===== config.mk =====
export PLATFORM = sky130hd
export DESIGN_NAME = djk_dual_flop
export DESIGN_NICKNAME = d
export VERILOG_FILES = /design/src/verilog/djk_pkg.sv /design/src/verilog/djk_sync.sv /design/src/verilog/djk_dual_flop.sv
export SDC_FILE = /design/constraint.sdc
export NUM_CORES = 1
export LEC_CHECK = 0
export CAP_MARGIN = 10
export CELL_PAD_IN_SITES_DETAIL_PLACEMENT = 1
export CELL_PAD_IN_SITES_GLOBAL_PLACEMENT = 1
export CORE_MARGIN = 5
export CORE_UTILIZATION = 40
export CTS_BUF_LIST = sky130_fd_sc_hd__clkbuf_8
export CTS_CLUSTER_DIAMETER = 200
export DETAILED_ROUTE_END_ITERATION = 6
export DONT_BUFFER_PORTS = 1
export PLACE_DENSITY = 0.73
export SYNTH_ARGS = -nofsm -noshare
export SYNTH_HDL_FRONTEND = slang
export SYNTH_SLANG_ARGS = --single-unit
export TNS_END_PERCENT = 10

===== constraint.sdc =====
create_clock -name clock -period 1.55 [get_ports clock]
set_input_delay 0.31 -clock clock [delete_from_list [all_inputs] [get_ports clock]]
set_output_delay 0.31 -clock clock [all_outputs]
set_load 0.02 [all_outputs]

===== src/verilog/djk_pkg.sv =====
// Package for the dual J-K bistable block: variants and clock-edge states.
// Assumes one system clock; all device pins arrive asynchronously.
package djk_pkg;
	localparam int unsigned NUM_BITS     = 2;
	localparam int unsigned SYNC_STAGES  = 2;
	localparam logic        RESET_STATE  = 1'b0;
	localparam logic        PIN_ACTIVE_N = 1'b0;
	// Variant select: individual clocks and presets, or shared clock and clear
	typedef enum logic {
		DJK_VAR_INDIV,
		DJK_VAR_SHARED
	} djk_variant_e;
	// Phase of a pin clock, low or high; arming reads the clock level directly, not this type
	typedef enum logic [1:0] {
		DJK_CLK_LOW,
		DJK_CLK_HIGH
	} djk_clkphase_e;
endpackage


===== src/verilog/djk_sync.sv =====
// Two-flop synchroniser bank for asynchronous pins.
// Assumes the pins are stable relative to the clock only after two stages.
`timescale 1ns/100ps
module djk_sync #(
	parameter int unsigned WIDTH = 1
) (
	// System
	input  wire logic             clock,
	input  wire logic             reset,
	// Pins and synchronised copies
	input  wire logic [WIDTH-1:0] pinIn,
	output logic      [WIDTH-1:0] syncOut
);
	import djk_pkg::*;

	logic [WIDTH-1:0] stage1_ff;
	logic [WIDTH-1:0] stage2_ff;

	// Reset loads ones, the idle level of the clock and active-low pins, so no false edge follows release
	genvar g;
	generate
		for (g = 0; g < WIDTH; g++) begin : g_bit
			always_ff @(posedge clock or posedge reset) begin
				if (reset) begin
					stage1_ff[g] <= 1'b1;
					stage2_ff[g] <= 1'b1;
				end else begin
					stage1_ff[g] <= pinIn[g];
					stage2_ff[g] <= stage1_ff[g];
				end
			end
		end
	endgenerate

	assign syncOut = stage2_ff;
endmodule


===== src/verilog/djk_dual_flop.sv =====
// Dual J-K bistable with falling-edge commit, asynchronous-style preset/clear.
// Assumes all pins come from outside the clock domain; one system clock samples them.
`timescale 1ns/100ps
module djk_dual_flop (
	// System
	input  wire logic                           clock,
	input  wire logic                           reset,
	// Variant strap
	input  wire logic                           variantShared,
	// Steering pins
	input  wire logic [djk_pkg::NUM_BITS-1:0]   jIn,
	input  wire logic [djk_pkg::NUM_BITS-1:0]   kIn,
	// Clock pins; clkIn[0] is the shared clock in the shared variant
	input  wire logic [djk_pkg::NUM_BITS-1:0]   clkIn,
	// Asynchronous controls, active low
	input  wire logic [djk_pkg::NUM_BITS-1:0]   presetN,
	input  wire logic                           clearN,
	// Outputs
	output logic      [djk_pkg::NUM_BITS-1:0]   qOut,
	output logic      [djk_pkg::NUM_BITS-1:0]   qOutN
);
	import djk_pkg::*;

	// Strap rides in the top bit of the synchroniser bank
	localparam int unsigned PIN_W      = 4 * NUM_BITS + 2;
	localparam logic [1:0]  STRAP_WAIT = 2'(SYNC_STAGES);

	logic [PIN_W-1:0]    pinBus;
	logic [PIN_W-1:0]    pinSync;
	logic [NUM_BITS-1:0] jS;
	logic [NUM_BITS-1:0] kS;
	logic [NUM_BITS-1:0] clkS;
	logic [NUM_BITS-1:0] presetSN;
	logic                clearSN;
	logic                strapS;
	logic                sharedMode_ff;
	logic [1:0]          strapCnt_ff;
	logic                strapTaken_ff;

	assign pinBus = {variantShared, clearN, presetN, clkIn, kIn, jIn};

	djk_sync #(
		.WIDTH(PIN_W)
	) djk_sync_i (
		.clock   (clock),
		.reset   (reset),
		.pinIn   (pinBus),
		.syncOut (pinSync)
	);

	assign jS       = pinSync[NUM_BITS-1:0];
	assign kS       = pinSync[2*NUM_BITS-1:NUM_BITS];
	assign clkS     = pinSync[3*NUM_BITS-1:2*NUM_BITS];
	assign presetSN = pinSync[4*NUM_BITS-1:3*NUM_BITS];
	assign clearSN  = pinSync[4*NUM_BITS];
	assign strapS   = pinSync[4*NUM_BITS+1];

	// Strap is taken once the synchroniser holds the real level, not its reset fill;
	// later strap changes are ignored until the next reset
	always_ff @(posedge clock or posedge reset) begin
		if (reset) begin
			sharedMode_ff <= 1'b0;
			strapCnt_ff   <= 2'h0;
			strapTaken_ff <= 1'b0;
		end else if (!strapTaken_ff) begin
			if (strapCnt_ff == STRAP_WAIT) begin
				sharedMode_ff <= strapS;
				strapTaken_ff <= 1'b1;
			end else begin
				strapCnt_ff <= strapCnt_ff + 2'h1;
			end
		end
	end

	function automatic logic jkNext(input logic j, input logic k, input logic q);
		case ({j, k})
			2'b00:   jkNext = q;
			2'b01:   jkNext = 1'b0;
			2'b10:   jkNext = 1'b1;
			2'b11:   jkNext = ~q;
			default: jkNext = q;
		endcase
	endfunction

	logic [NUM_BITS-1:0] state_ff;
	logic [NUM_BITS-1:0] clkPrev_ff;
	logic [NUM_BITS-1:0] armed_ff;
	logic [NUM_BITS-1:0] effClk;
	logic [NUM_BITS-1:0] fallEdge;
	logic [NUM_BITS-1:0] forceHigh;
	logic [NUM_BITS-1:0] forceLow;
	logic [NUM_BITS-1:0] nxt_state;

	genvar g;
	generate
		for (g = 0; g < NUM_BITS; g++) begin : g_flop
			// Shared variant routes clock pin 0 to both halves
			assign effClk[g]    = sharedMode_ff ? clkS[0] : clkS[g];
			assign fallEdge[g]  = clkPrev_ff[g] & ~effClk[g] & armed_ff[g];
			assign forceHigh[g] = (presetSN[g] == PIN_ACTIVE_N);
			// Clear exists only in the shared variant
			assign forceLow[g]  = sharedMode_ff & (clearSN == PIN_ACTIVE_N);
			assign nxt_state[g] = forceHigh[g] ? 1'b1 :
			                      forceLow[g]  ? 1'b0 :
			                      fallEdge[g]  ? jkNext(jS[g], kS[g], state_ff[g]) :
			                      state_ff[g];

			always_ff @(posedge clock or posedge reset) begin
				if (reset) begin
					state_ff[g]   <= RESET_STATE;
					clkPrev_ff[g] <= 1'b1;
					armed_ff[g]   <= 1'b0;
				end else begin
					state_ff[g]   <= nxt_state[g];
					clkPrev_ff[g] <= effClk[g];
					// A fall only counts after the clock was seen high
					armed_ff[g]   <= effClk[g] ? 1'b1 : (fallEdge[g] ? 1'b0 : armed_ff[g]);
				end
			end

			// Both outputs registered so they always stay complementary
			always_ff @(posedge clock or posedge reset) begin
				if (reset) begin
					qOut[g]  <= RESET_STATE;
					qOutN[g] <= ~RESET_STATE;
				end else begin
					qOut[g]  <= nxt_state[g];
					qOutN[g] <= ~nxt_state[g];
				end
			end
		end
	endgenerate

	// Both preset and clear low gives preset priority, so the true output reads high

	// Output pairing and variant strap
	a_out_compl: assert property (@(posedge clock) disable iff (reset) qOutN == ~qOut)
		else $error("outputs not complementary");
	a_strap_hold: assert property (@(posedge clock) disable iff (reset)
		strapTaken_ff |=> $stable(sharedMode_ff))
		else $error("variant changed after capture");

	// Asynchronous controls
	a_preset_high: assert property (@(posedge clock) disable iff (reset)
		forceHigh[0] |=> qOut[0])
		else $error("preset did not force high");
	a_preset_bit1: assert property (@(posedge clock) disable iff (reset)
		forceHigh[1] |=> qOut[1])
		else $error("preset did not force bit one high");
	a_clear_low: assert property (@(posedge clock) disable iff (reset)
		(forceLow[1] && !forceHigh[1]) |=> !qOut[1])
		else $error("clear did not force low");
	a_clear_bit0: assert property (@(posedge clock) disable iff (reset)
		(forceLow[0] && !forceHigh[0]) |=> !qOut[0])
		else $error("clear did not force bit zero low");

	// Commit only on a qualified falling edge
	a_hold_noedge: assert property (@(posedge clock) disable iff (reset)
		(!fallEdge[0] && !forceHigh[0] && !forceLow[0]) |=> $stable(state_ff[0]))
		else $error("state changed without falling edge");
	a_hold_bit1: assert property (@(posedge clock) disable iff (reset)
		(!fallEdge[1] && !forceHigh[1] && !forceLow[1]) |=> $stable(state_ff[1]))
		else $error("bit one changed without falling edge");
	a_hold_outputs: assert property (@(posedge clock) disable iff (reset)
		(!fallEdge[0] && !forceHigh[0] && !forceLow[0]) |=> $stable(qOut[0]))
		else $error("output changed without falling edge");
	a_fall_once: assert property (@(posedge clock) disable iff (reset)
		fallEdge[0] |=> !fallEdge[0])
		else $error("one falling edge counted twice");
	a_fall_bit1: assert property (@(posedge clock) disable iff (reset)
		fallEdge[1] |=> !fallEdge[1])
		else $error("bit one falling edge counted twice");
	a_arm_before: assert property (@(posedge clock) disable iff (reset)
		fallEdge[0] |-> $past(effClk[0]))
		else $error("edge without prior high clock");

	// Truth table on both halves
	a_toggle_case: assert property (@(posedge clock) disable iff (reset)
		(fallEdge[0] && jS[0] && kS[0] && !forceHigh[0] && !forceLow[0]) |=> state_ff[0] != $past(state_ff[0]))
		else $error("toggle failed");
	a_toggle_bit1: assert property (@(posedge clock) disable iff (reset)
		(fallEdge[1] && jS[1] && kS[1] && !forceHigh[1] && !forceLow[1]) |=> state_ff[1] != $past(state_ff[1]))
		else $error("bit one toggle failed");
	a_set_case: assert property (@(posedge clock) disable iff (reset)
		(fallEdge[1] && jS[1] && !kS[1] && !forceLow[1]) |=> state_ff[1])
		else $error("set failed");
	a_set_bit0: assert property (@(posedge clock) disable iff (reset)
		(fallEdge[0] && jS[0] && !kS[0] && !forceLow[0]) |=> state_ff[0])
		else $error("bit zero set failed");
	a_reset_case: assert property (@(posedge clock) disable iff (reset)
		(fallEdge[1] && !jS[1] && kS[1] && !forceHigh[1] && !forceLow[1]) |=> !state_ff[1])
		else $error("reset case failed");
	a_reset_bit0: assert property (@(posedge clock) disable iff (reset)
		(fallEdge[0] && !jS[0] && kS[0] && !forceHigh[0] && !forceLow[0]) |=> !state_ff[0])
		else $error("bit zero reset case failed");

	// Variants: one clock for both, no clear when the halves stand alone
	a_shared_clk: assert property (@(posedge clock) disable iff (reset)
		sharedMode_ff |-> effClk[1] == clkS[0])
		else $error("shared clock not used");
	a_clk1_ignored: assert property (@(posedge clock) disable iff (reset)
		(sharedMode_ff && clkS[0] && !forceHigh[1] && !forceLow[1]) |=> $stable(qOut[1]))
		else $error("bit one followed its own clock pin");
	a_indiv_noclr: assert property (@(posedge clock) disable iff (reset)
		!sharedMode_ff |-> !forceLow[0] && !forceLow[1])
		else $error("clear active in individual variant");
	a_indep_bits: assert property (@(posedge clock) disable iff (reset)
		(!sharedMode_ff && fallEdge[0] && !fallEdge[1] && !forceHigh[1]) |=> $stable(qOut[1]))
		else $error("bit one moved with bit zero clock");

	c_toggle: cover property (@(posedge clock) disable iff (reset) fallEdge[0] && jS[0] && kS[0]);
	c_preset: cover property (@(posedge clock) disable iff (reset) forceHigh[1]);
	c_clear:  cover property (@(posedge clock) disable iff (reset) forceLow[0]);
	c_shared: cover property (@(posedge clock) disable iff (reset) sharedMode_ff && fallEdge[1]);
	c_hold:   cover property (@(posedge clock) disable iff (reset) fallEdge[0] && !jS[0] && !kS[0]);
endmodule


### After elaboration in Yosys (flattened, before gate mapping)

Index checks and enable logic that the tools add are counted.

* add/subtract/negate cells: 1
* equality and inequality tests: 7
* multiplexer cells: 15
* bitwise operators: 14
* reduce and logical (&&, ||, !) cells: 6

Operators by type and width (number)
* $mux W1: 13
* $eq A2 B2 Y1 const B: 5
* $not A1 Y1: 9
* $pmux W1 S4: 2
* $and A1 B1 Y1: 5
* $eq A2 B1 Y1 const B: 2
* $logic_not A2 Y1: 2
* $reduce_and A2 Y1: 2
* $reduce_bool A2 Y1: 2
* $add A2 B1 Y2 const B: 1

* register bits after elaboration: 32
* bits of input ports: 12
* output and inout port bits: 4
* word-level logic and storage cells: 74

### Logic depth before layout (Yosys ltp)

Gate-level depths: netlist (run 1).

* word-level depth: 8
* depth in mapped cells: 5
* depth with buffers taken out: 5

### By module

A second synthesis (run 1) with hierarchy kept.

* cells, all modules: 62
* area, all modules: 1023.5 um2

Modules (own cells, without submodules)
* djk_sync: times used 1, cells an instance 21, area each 529.3 um2, sequential area each 525.5 um2
* djk_dual_flop: times used 1, cells an instance 41, area each 494.2 um2, sequential area each 305.3 um2

### Worst setup path before layout (run 1)

OpenSTA, ideal clock, no wires.

* kind: reg2reg
* start point: reg djk_sync_i.stage2_ff[4] (netlist: djk_sync_i.syncOut[4])
* end point: reg qOutN[1] in the netlist's numbering
* library setup time: 0.081 ns
* arrival time: 1.087 ns
* required time: 1.469 ns
* slack: 0.382 ns
* cell stages (with the launch flop): 4
* buffers on the path: 0
* period minus slack after synthesis: 1.168 ns
* path through: dfstp_2 > mux2i_1 > and4_1 > o221a_1

* longest elaborated chain between the ends: 8

Ends and longest elaborated chain
* from (decl): line djk_sync.sv:17 `logic [WIDTH-1:0] stage2_ff;`
* from (signal, indexed assignment): line djk_sync.sv:29 `stage2_ff[g] <= stage1_ff[g];`
* $mux W1: line djk_dual_flop.sv:98 `assign effClk[g] = sharedMode_ff ? clkS[0] : clkS[g];`
* $not A1 Y1: line djk_dual_flop.sv:99 `assign fallEdge[g] = clkPrev_ff[g] & ~effClk[g] & armed_ff[g];`
* $and A1 B1 Y1 (2 in series): line djk_dual_flop.sv:99
* $mux W1: line djk_dual_flop.sv:105 `fallEdge[g] ? jkNext(jS[g], kS[g], state_ff[g]) :`
* $mux W1: line djk_dual_flop.sv:104 `forceLow[g] ? 1'b0 :`
* $mux W1: line djk_dual_flop.sv:103 `assign nxt_state[g] = forceHigh[g] ? 1'b1 :`
* $not A1 Y1: line djk_dual_flop.sv:128 `qOutN[g] <= ~nxt_state[g];`
* to (signal, indexed assignment): line djk_dual_flop.sv:125 `qOutN[g] <= ~RESET_STATE;`
* to (signal, indexed assignment): line djk_dual_flop.sv:128
* to (decl): line djk_dual_flop.sv:20 `output logic [djk_pkg::NUM_BITS-1:0] qOutN`

Every way passes these cells.
A chain may end at the register's enable or synchronous reset.

### Worst setup path after layout (run 1)

Same ends and word-level chain as after synthesis.

==> results.yml, run 1 <==
clock_tree:
  cts_resized: 0
  path_clk_slew_ns: 0.06
  cts_setup_buffers: 0
  cts_inserted_buffers: 5
  clock_tree.buffer_depth: 2
  cts_hold_buf: 0
  cts-root-buf: "clkbuf_8"
  clk_latency_ns: 0.27
  htreeDepth: 2
  cts_sinks: 32
  cts_tree: "built"
critical_path:
  crit_path_end_kind: "register"
  path_max_fanout: 5
  worstPathRequired_ns: 1.74
  critical_path_class: "reg -> reg"
  arrival_ns: 1.46
  start_kind: "register"
grt:
  met3_usage: 0.0638
  grt_pass1_wl_mm: 2.32
  grt_overflow_total: 0
  grt_max_degree: 33
  antenna_found_initial: 0
  grt_use_total: 0.0927
  grt_pass1_vias: 562
  grt_use_met2: 0.142
  top_usage_layer: "met2"
  met1_usage: 0.0971
layout:
  nFillCells: 244
  final_cell_mix: "dfstp_2, inv_1, dfrtp_1, clkbuf_8, nand2_1"
  areaGrowthSynthToFinish_pct: 13.3
  antenna_cells: 0
  drive_above_1_share: 0.457
  nets: 82
  final_common_cell: "dfstp_2"
synth:
  avgSynthCellArea_um2: 16.7
  synth_cells: 61
  syn_nets: 74
  synth_edf_count: 0
  synthArstFlopShare: 1.00
  ys_warn_count: 0
  synth_area_um2: 1020
  synth_ff_type: "dfstp_2"
  ys_seq_elements: 32
  synth_cell_types: 21
  ys_seq_area_frac: 0.815
timing:
  fmax_mhz: 791
  fin_ws_ns: 0.285
  setup_viol: 0
  hold_viol_final: 1
  worstMarginPinSlew_ns: 0.362
  skew_ns: 0.00544
  rsz0062_at_grt: "false"
  min_period_over_period: 0.816
  relSlewSlack: 0.758
  fin_tns_setup_ns: 0
  hold_slack_ns: -0.000365
  min_period_ns: 1.26
  slew_viol_final: 0
run:
  maxCapViolCount: 0
placement:
  place_ws_ns: 0.305
  io_buffers: 0
  gp_congestion: 0.661
  post-dp-hpwl_um: 978
floorplanning:
  die_h_um: 60.5
  dieWidth_um: 60.5
  io_pins: 16
  rows: 18
  dieArea_um2: 3660
  core_um2: 2450
  start_util: 0.415
power:
  vdd_drop_max_mv: 0.904
  leakage_uw: 0.000485
  power.density_nw_per_um2: 1380
route:
  wire_per_inst_um: 13.5
  finalWirelength_mm: 1.35
  via_count: 469
  drtIter0Drc: 1
  drtAntennaViolNets: 0
  via_per_inst: 4.69
  firstDrtPassIters: 2
  drc: 0
hold_path:
  worstHoldPathType: "in -> async"
outcome:
  violations: "negative hold slack"
  status: "finished, violations left"
[critical path, cell delays in order, from the launching register on]
cell and delay (ns):
dfstp_2 0.56, mux2i_1 0.13, and4_1 0.24, o221a_1 0.26
[synthesized netlist by cell type, drive strengths merged (2+ instances only)]
cell type,number,area [um^2]
dfrtp,8,200
inv,6,22.5
nor2,2,7.51
nand3b,2,15.0
nand2,3,11.3
o221ai,2,17.5
dfstp,24,631
[state kept, by name, indices dropped and copies added (netlist names)]
signal / flops
qOut: 2
armed_ff: 2
djk_sync_i.syncOut: 10
djk_sync_i.stage1_ff: 10
qOutN: 2
strapTaken_ff: 1
clkPrev_ff: 2
strapCnt_ff: 2
sharedMode_ff: 1
[layer usage]
metal | share of wire | vias to the layer above
li1 | - | 216
met1 | 0.39 | 239
met2 | 0.53 | 12
met3 | 0.069 | 2
met4 | 0.013 | 0
met5 | 0 | -
[cell type report]
| cell class | count | area, um^2 | area share |
|---|---|---|---|
| Timing Repair Buffer | 1 | 7.51 | 0.00650 |
| Sequential cell | 32 | 831 | 0.719 |
| Tap cell | 30 | 37.5 | 0.0325 |
| Multi-Input combinational cell | 23 | 166 | 0.144 |
| Clock buffer | 6 | 82.6 | 0.0715 |
| Clock inverter | 2 | 7.51 | 0.00650 |
| Inverter | 6 | 22.5 | 0.0195 |
[stage by stage]
step | hold slack (ns) | instances | instance area (um^2) | total power, uW | util
after floorplan | 0.314 | 61 | 1020 | 983 | -
after global placement | 0.288 | 92 | 1060 | 997 | 0.434
after detailed placement | 0.298 | 92 | 1060 | 1000 | 0.434
after CTS | 0.00392 | 100 | 1150 | 1620 | 0.470
after global routing | 0.00645 | 100 | 1150 | 1680 | 0.470
final | -0.000365 | 100 | 1150 | 1590 | 0.470
[worst paths after layout]
check,from,endpoint,slack [ns],depth (start not counted)
worst max-delay path,djk_sync_i.syncOut[4]$_DFF_PP1_,qOutN[1]$_DFF_PP1_,0.29,3
worst min-delay path,reset,qOut[0]$_DFF_PP0_,-0.0004,2
worst max register to register,djk_sync_i.syncOut[4]$_DFF_PP1_,qOutN[1]$_DFF_PP1_,0.29,3
worst min register to register,djk_sync_i.stage1_ff[4]$_DFF_PP1_,djk_sync_i.syncOut[4]$_DFF_PP1_,0.35,0
max in group asynchronous,reset,djk_sync_i.stage1_ff[5]$_DFF_PP1_,1.24,2
min in group clock,jIn[0],djk_sync_i.stage1_ff[0]$_DFF_PP1_,0.04,0
[logic make-up (layout without fill, tap and decap cells)]
group,count (synthesis),count (layout),share of synthesized area
buffers and inverters,6,15,0.0221
adders and majority gates,1,1,0.0123
muxes,2,2,0.0209
and+or+nand+nor,13,13,0.0761
xor gates and xnor gates,1,1,0.00859
AOI/OAI and AO/OA,6,6,0.0454
DFF,32,32,0.815
[power by group]
part	leakage, uW	internal [uW]	switching [uW]
Clock	0.0000538	348	252
Combinational	0.0000941	18.1	29.1
Sequential	0.000337	908	33.4
(Power assumes the default switching activity.)
==> inputs of run 2 (changes only) <==
- clock period: 1.55 -> 1.2 ns (I/O delays scaled with it)
==> run 2 against run 1 <==
- the flow finishes with violations (negative setup slack)
- global-route usage rose by 3.9 points
- maximum frequency rose by 4.2%
- via count rose by 17%
- largest cell class unchanged
==> results.yml, run 2 (synthesized netlist as in run 1, its figures left out) <==
timing:
  rsz0062_at_grt: "true"
  worstMarginPinSlew_ns: 0.382
  skew_ns: 0.0105
  setup_viol: 2
  min_period_ns: 1.21
  slew_viol_final: 0
  hold_slack_ns: 0.344
  hold_viol_final: 0
  min_period_over_period: 1.01
  fin_ws_ns: -0.0138
  relSlewSlack: 0.745
  fmax_mhz: 824
grt:
  grt_overflow_total: 0
  grt_max_degree: 33
  grt_pass1_wl_mm: 3.15
  grt_use_total: 0.132
  antenna_found_initial: 0
  grt_pass1_vias: 669
clock_tree:
  cts_inserted_buffers: 5
  cts_tree: "built"
  path_clk_slew_ns: 0.07
  clock_tree.buffer_depth: 2
  cts_sinks: 32
  cts-root-buf: "clkbuf_8"
  htreeDepth: 2
  clk_latency_ns: 0.28
critical_path:
  start_kind: "register"
  crit_path_end_kind: "register"
  r2r-start: "sharedMode_ff$_DFFE_PP0P_"
  worstPathRequired_ns: 1.40
  crit_start: "sharedMode_ff$_DFFE_PP0P_"
  path_max_fanout: 3
  arrival_ns: 1.41
  critical_path_class: "reg -> reg"
layout:
  final_cell_mix: "dfstp_2, dlygate4sd3_1, inv_1, dfrtp_1, buf_4"
  drive_above_1_share: 0.494
  nFillCells: 231
  final_common_cell: "dfstp_2"
  areaGrowthSynthToFinish_pct: 30.2
  stdcell_area_um2: 1330
  antenna_cells: 0
  utilization: 0.541
  nets: 99
route:
  drtIter0Drc: 8
  drc: 0
  finalWirelength_mm: 2.02
  drtAntennaViolNets: 0
  firstDrtPassIters: 3
  via_per_inst: 4.69
  via_count: 549
  wire_per_inst_um: 17.2
power:
  vdd_drop_max_mv: 1.23
  leakage_uw: 0.000566
  finalPower_uw: 2080
  power.density_nw_per_um2: 1570
hold_path:
  worstHoldPathType: "reg -> reg"
  min-delay-start: "djk_sync_i.stage1_ff[6]$_DFF_PP1_"
floorplanning:
  start_util: 0.415
  io_pins: 16
  rows: 18
  dieWidth_um: 60.5
  dieArea_um2: 3660
  core_um2: 2450
  die_h_um: 60.5
placement:
  gp_congestion: 0.695
  dpl_cell_area_um2: 1090
  io_buffers: 0
  post-dp-hpwl_mm: 1.15
outcome:
  status: "finished, violations left"
  violations: "negative setup slack"
run:
  maxCapViolCount: 0
[run 2: per-stage QoR]
stage,worst slack [ns],TNS (ns),std cells
2_1_floorplan,0.0316,0,61
3_3_place_gp,0.00165,0,95
3_5_place_dp,-0.0707,-0.172,95
4_1_cts,-0.0277,-0.0277,115
5_1_grt,-0.0746,-0.174,117
6_report,-0.0138,-0.0169,117
[run 2: path summary, 6_finish.rpt]
path,to,slack (ns),cells past startpoint
hold / removal,djk_sync_i.syncOut[6]$_DFF_PP1_,0.34,0
setup reg to reg,qOutN[1]$_DFF_PP1_,-0.01,4
hold reg to reg,djk_sync_i.syncOut[6]$_DFF_PP1_,0.34,0
setup / recovery,qOutN[1]$_DFF_PP1_,-0.01,4
min in group asynchronous,qOut[0]$_DFF_PP0_,0.52,3
max in group asynchronous,djk_sync_i.syncOut[4]$_DFF_PP1_,0.36,3
[run 2: layout make-up]
type	instances	area [um^2]	share of cell area
clock inverter	3	12.5	0.00943
timing repair buffer	18	163	0.123
multi-input combinational	23	193	0.145
inverter	6	22.5	0.0170
clock buffer	5	68.8	0.0518
sequential	32	831	0.626
tap	30	37.5	0.0283
[run 2: power breakdown]
group	internal, uW	switching (uW)
clock	389	350
combinational	66.3	60.0
sequential	1170	44.3
[run 2: what timing repair did]
action                                 CTS  global route
endpoints found under the hold margin   18             0
pin swaps                                0             4
setup endpoints to repair                4             3
hold buffers                            11             0
setup buffers                            1             2
resized for setup                        4             2
cloned                                   0             0
[run 2: metal layers]
layer | up-vias | global-route usage | routed length, um | part of all wire
met2 | 14 | 0.238 | 1230 | 0.61
met4 | 0 | 0.0836 | 24 | 0.012
met3 | 2 | 0.0596 | 80 | 0.040
met1 | 284 | 0.119 | 681 | 0.34
li1 | 249 | - | - | -
met5 | - | 0 | 0 | 0
[run 2: worst max-delay path: stages (launching register included)]
cell and delay (ns):
dfrtp_1 0.38, mux2i_2 0.28, buf_4 0.17, nand3_2 0.07, o221a_1 0.23
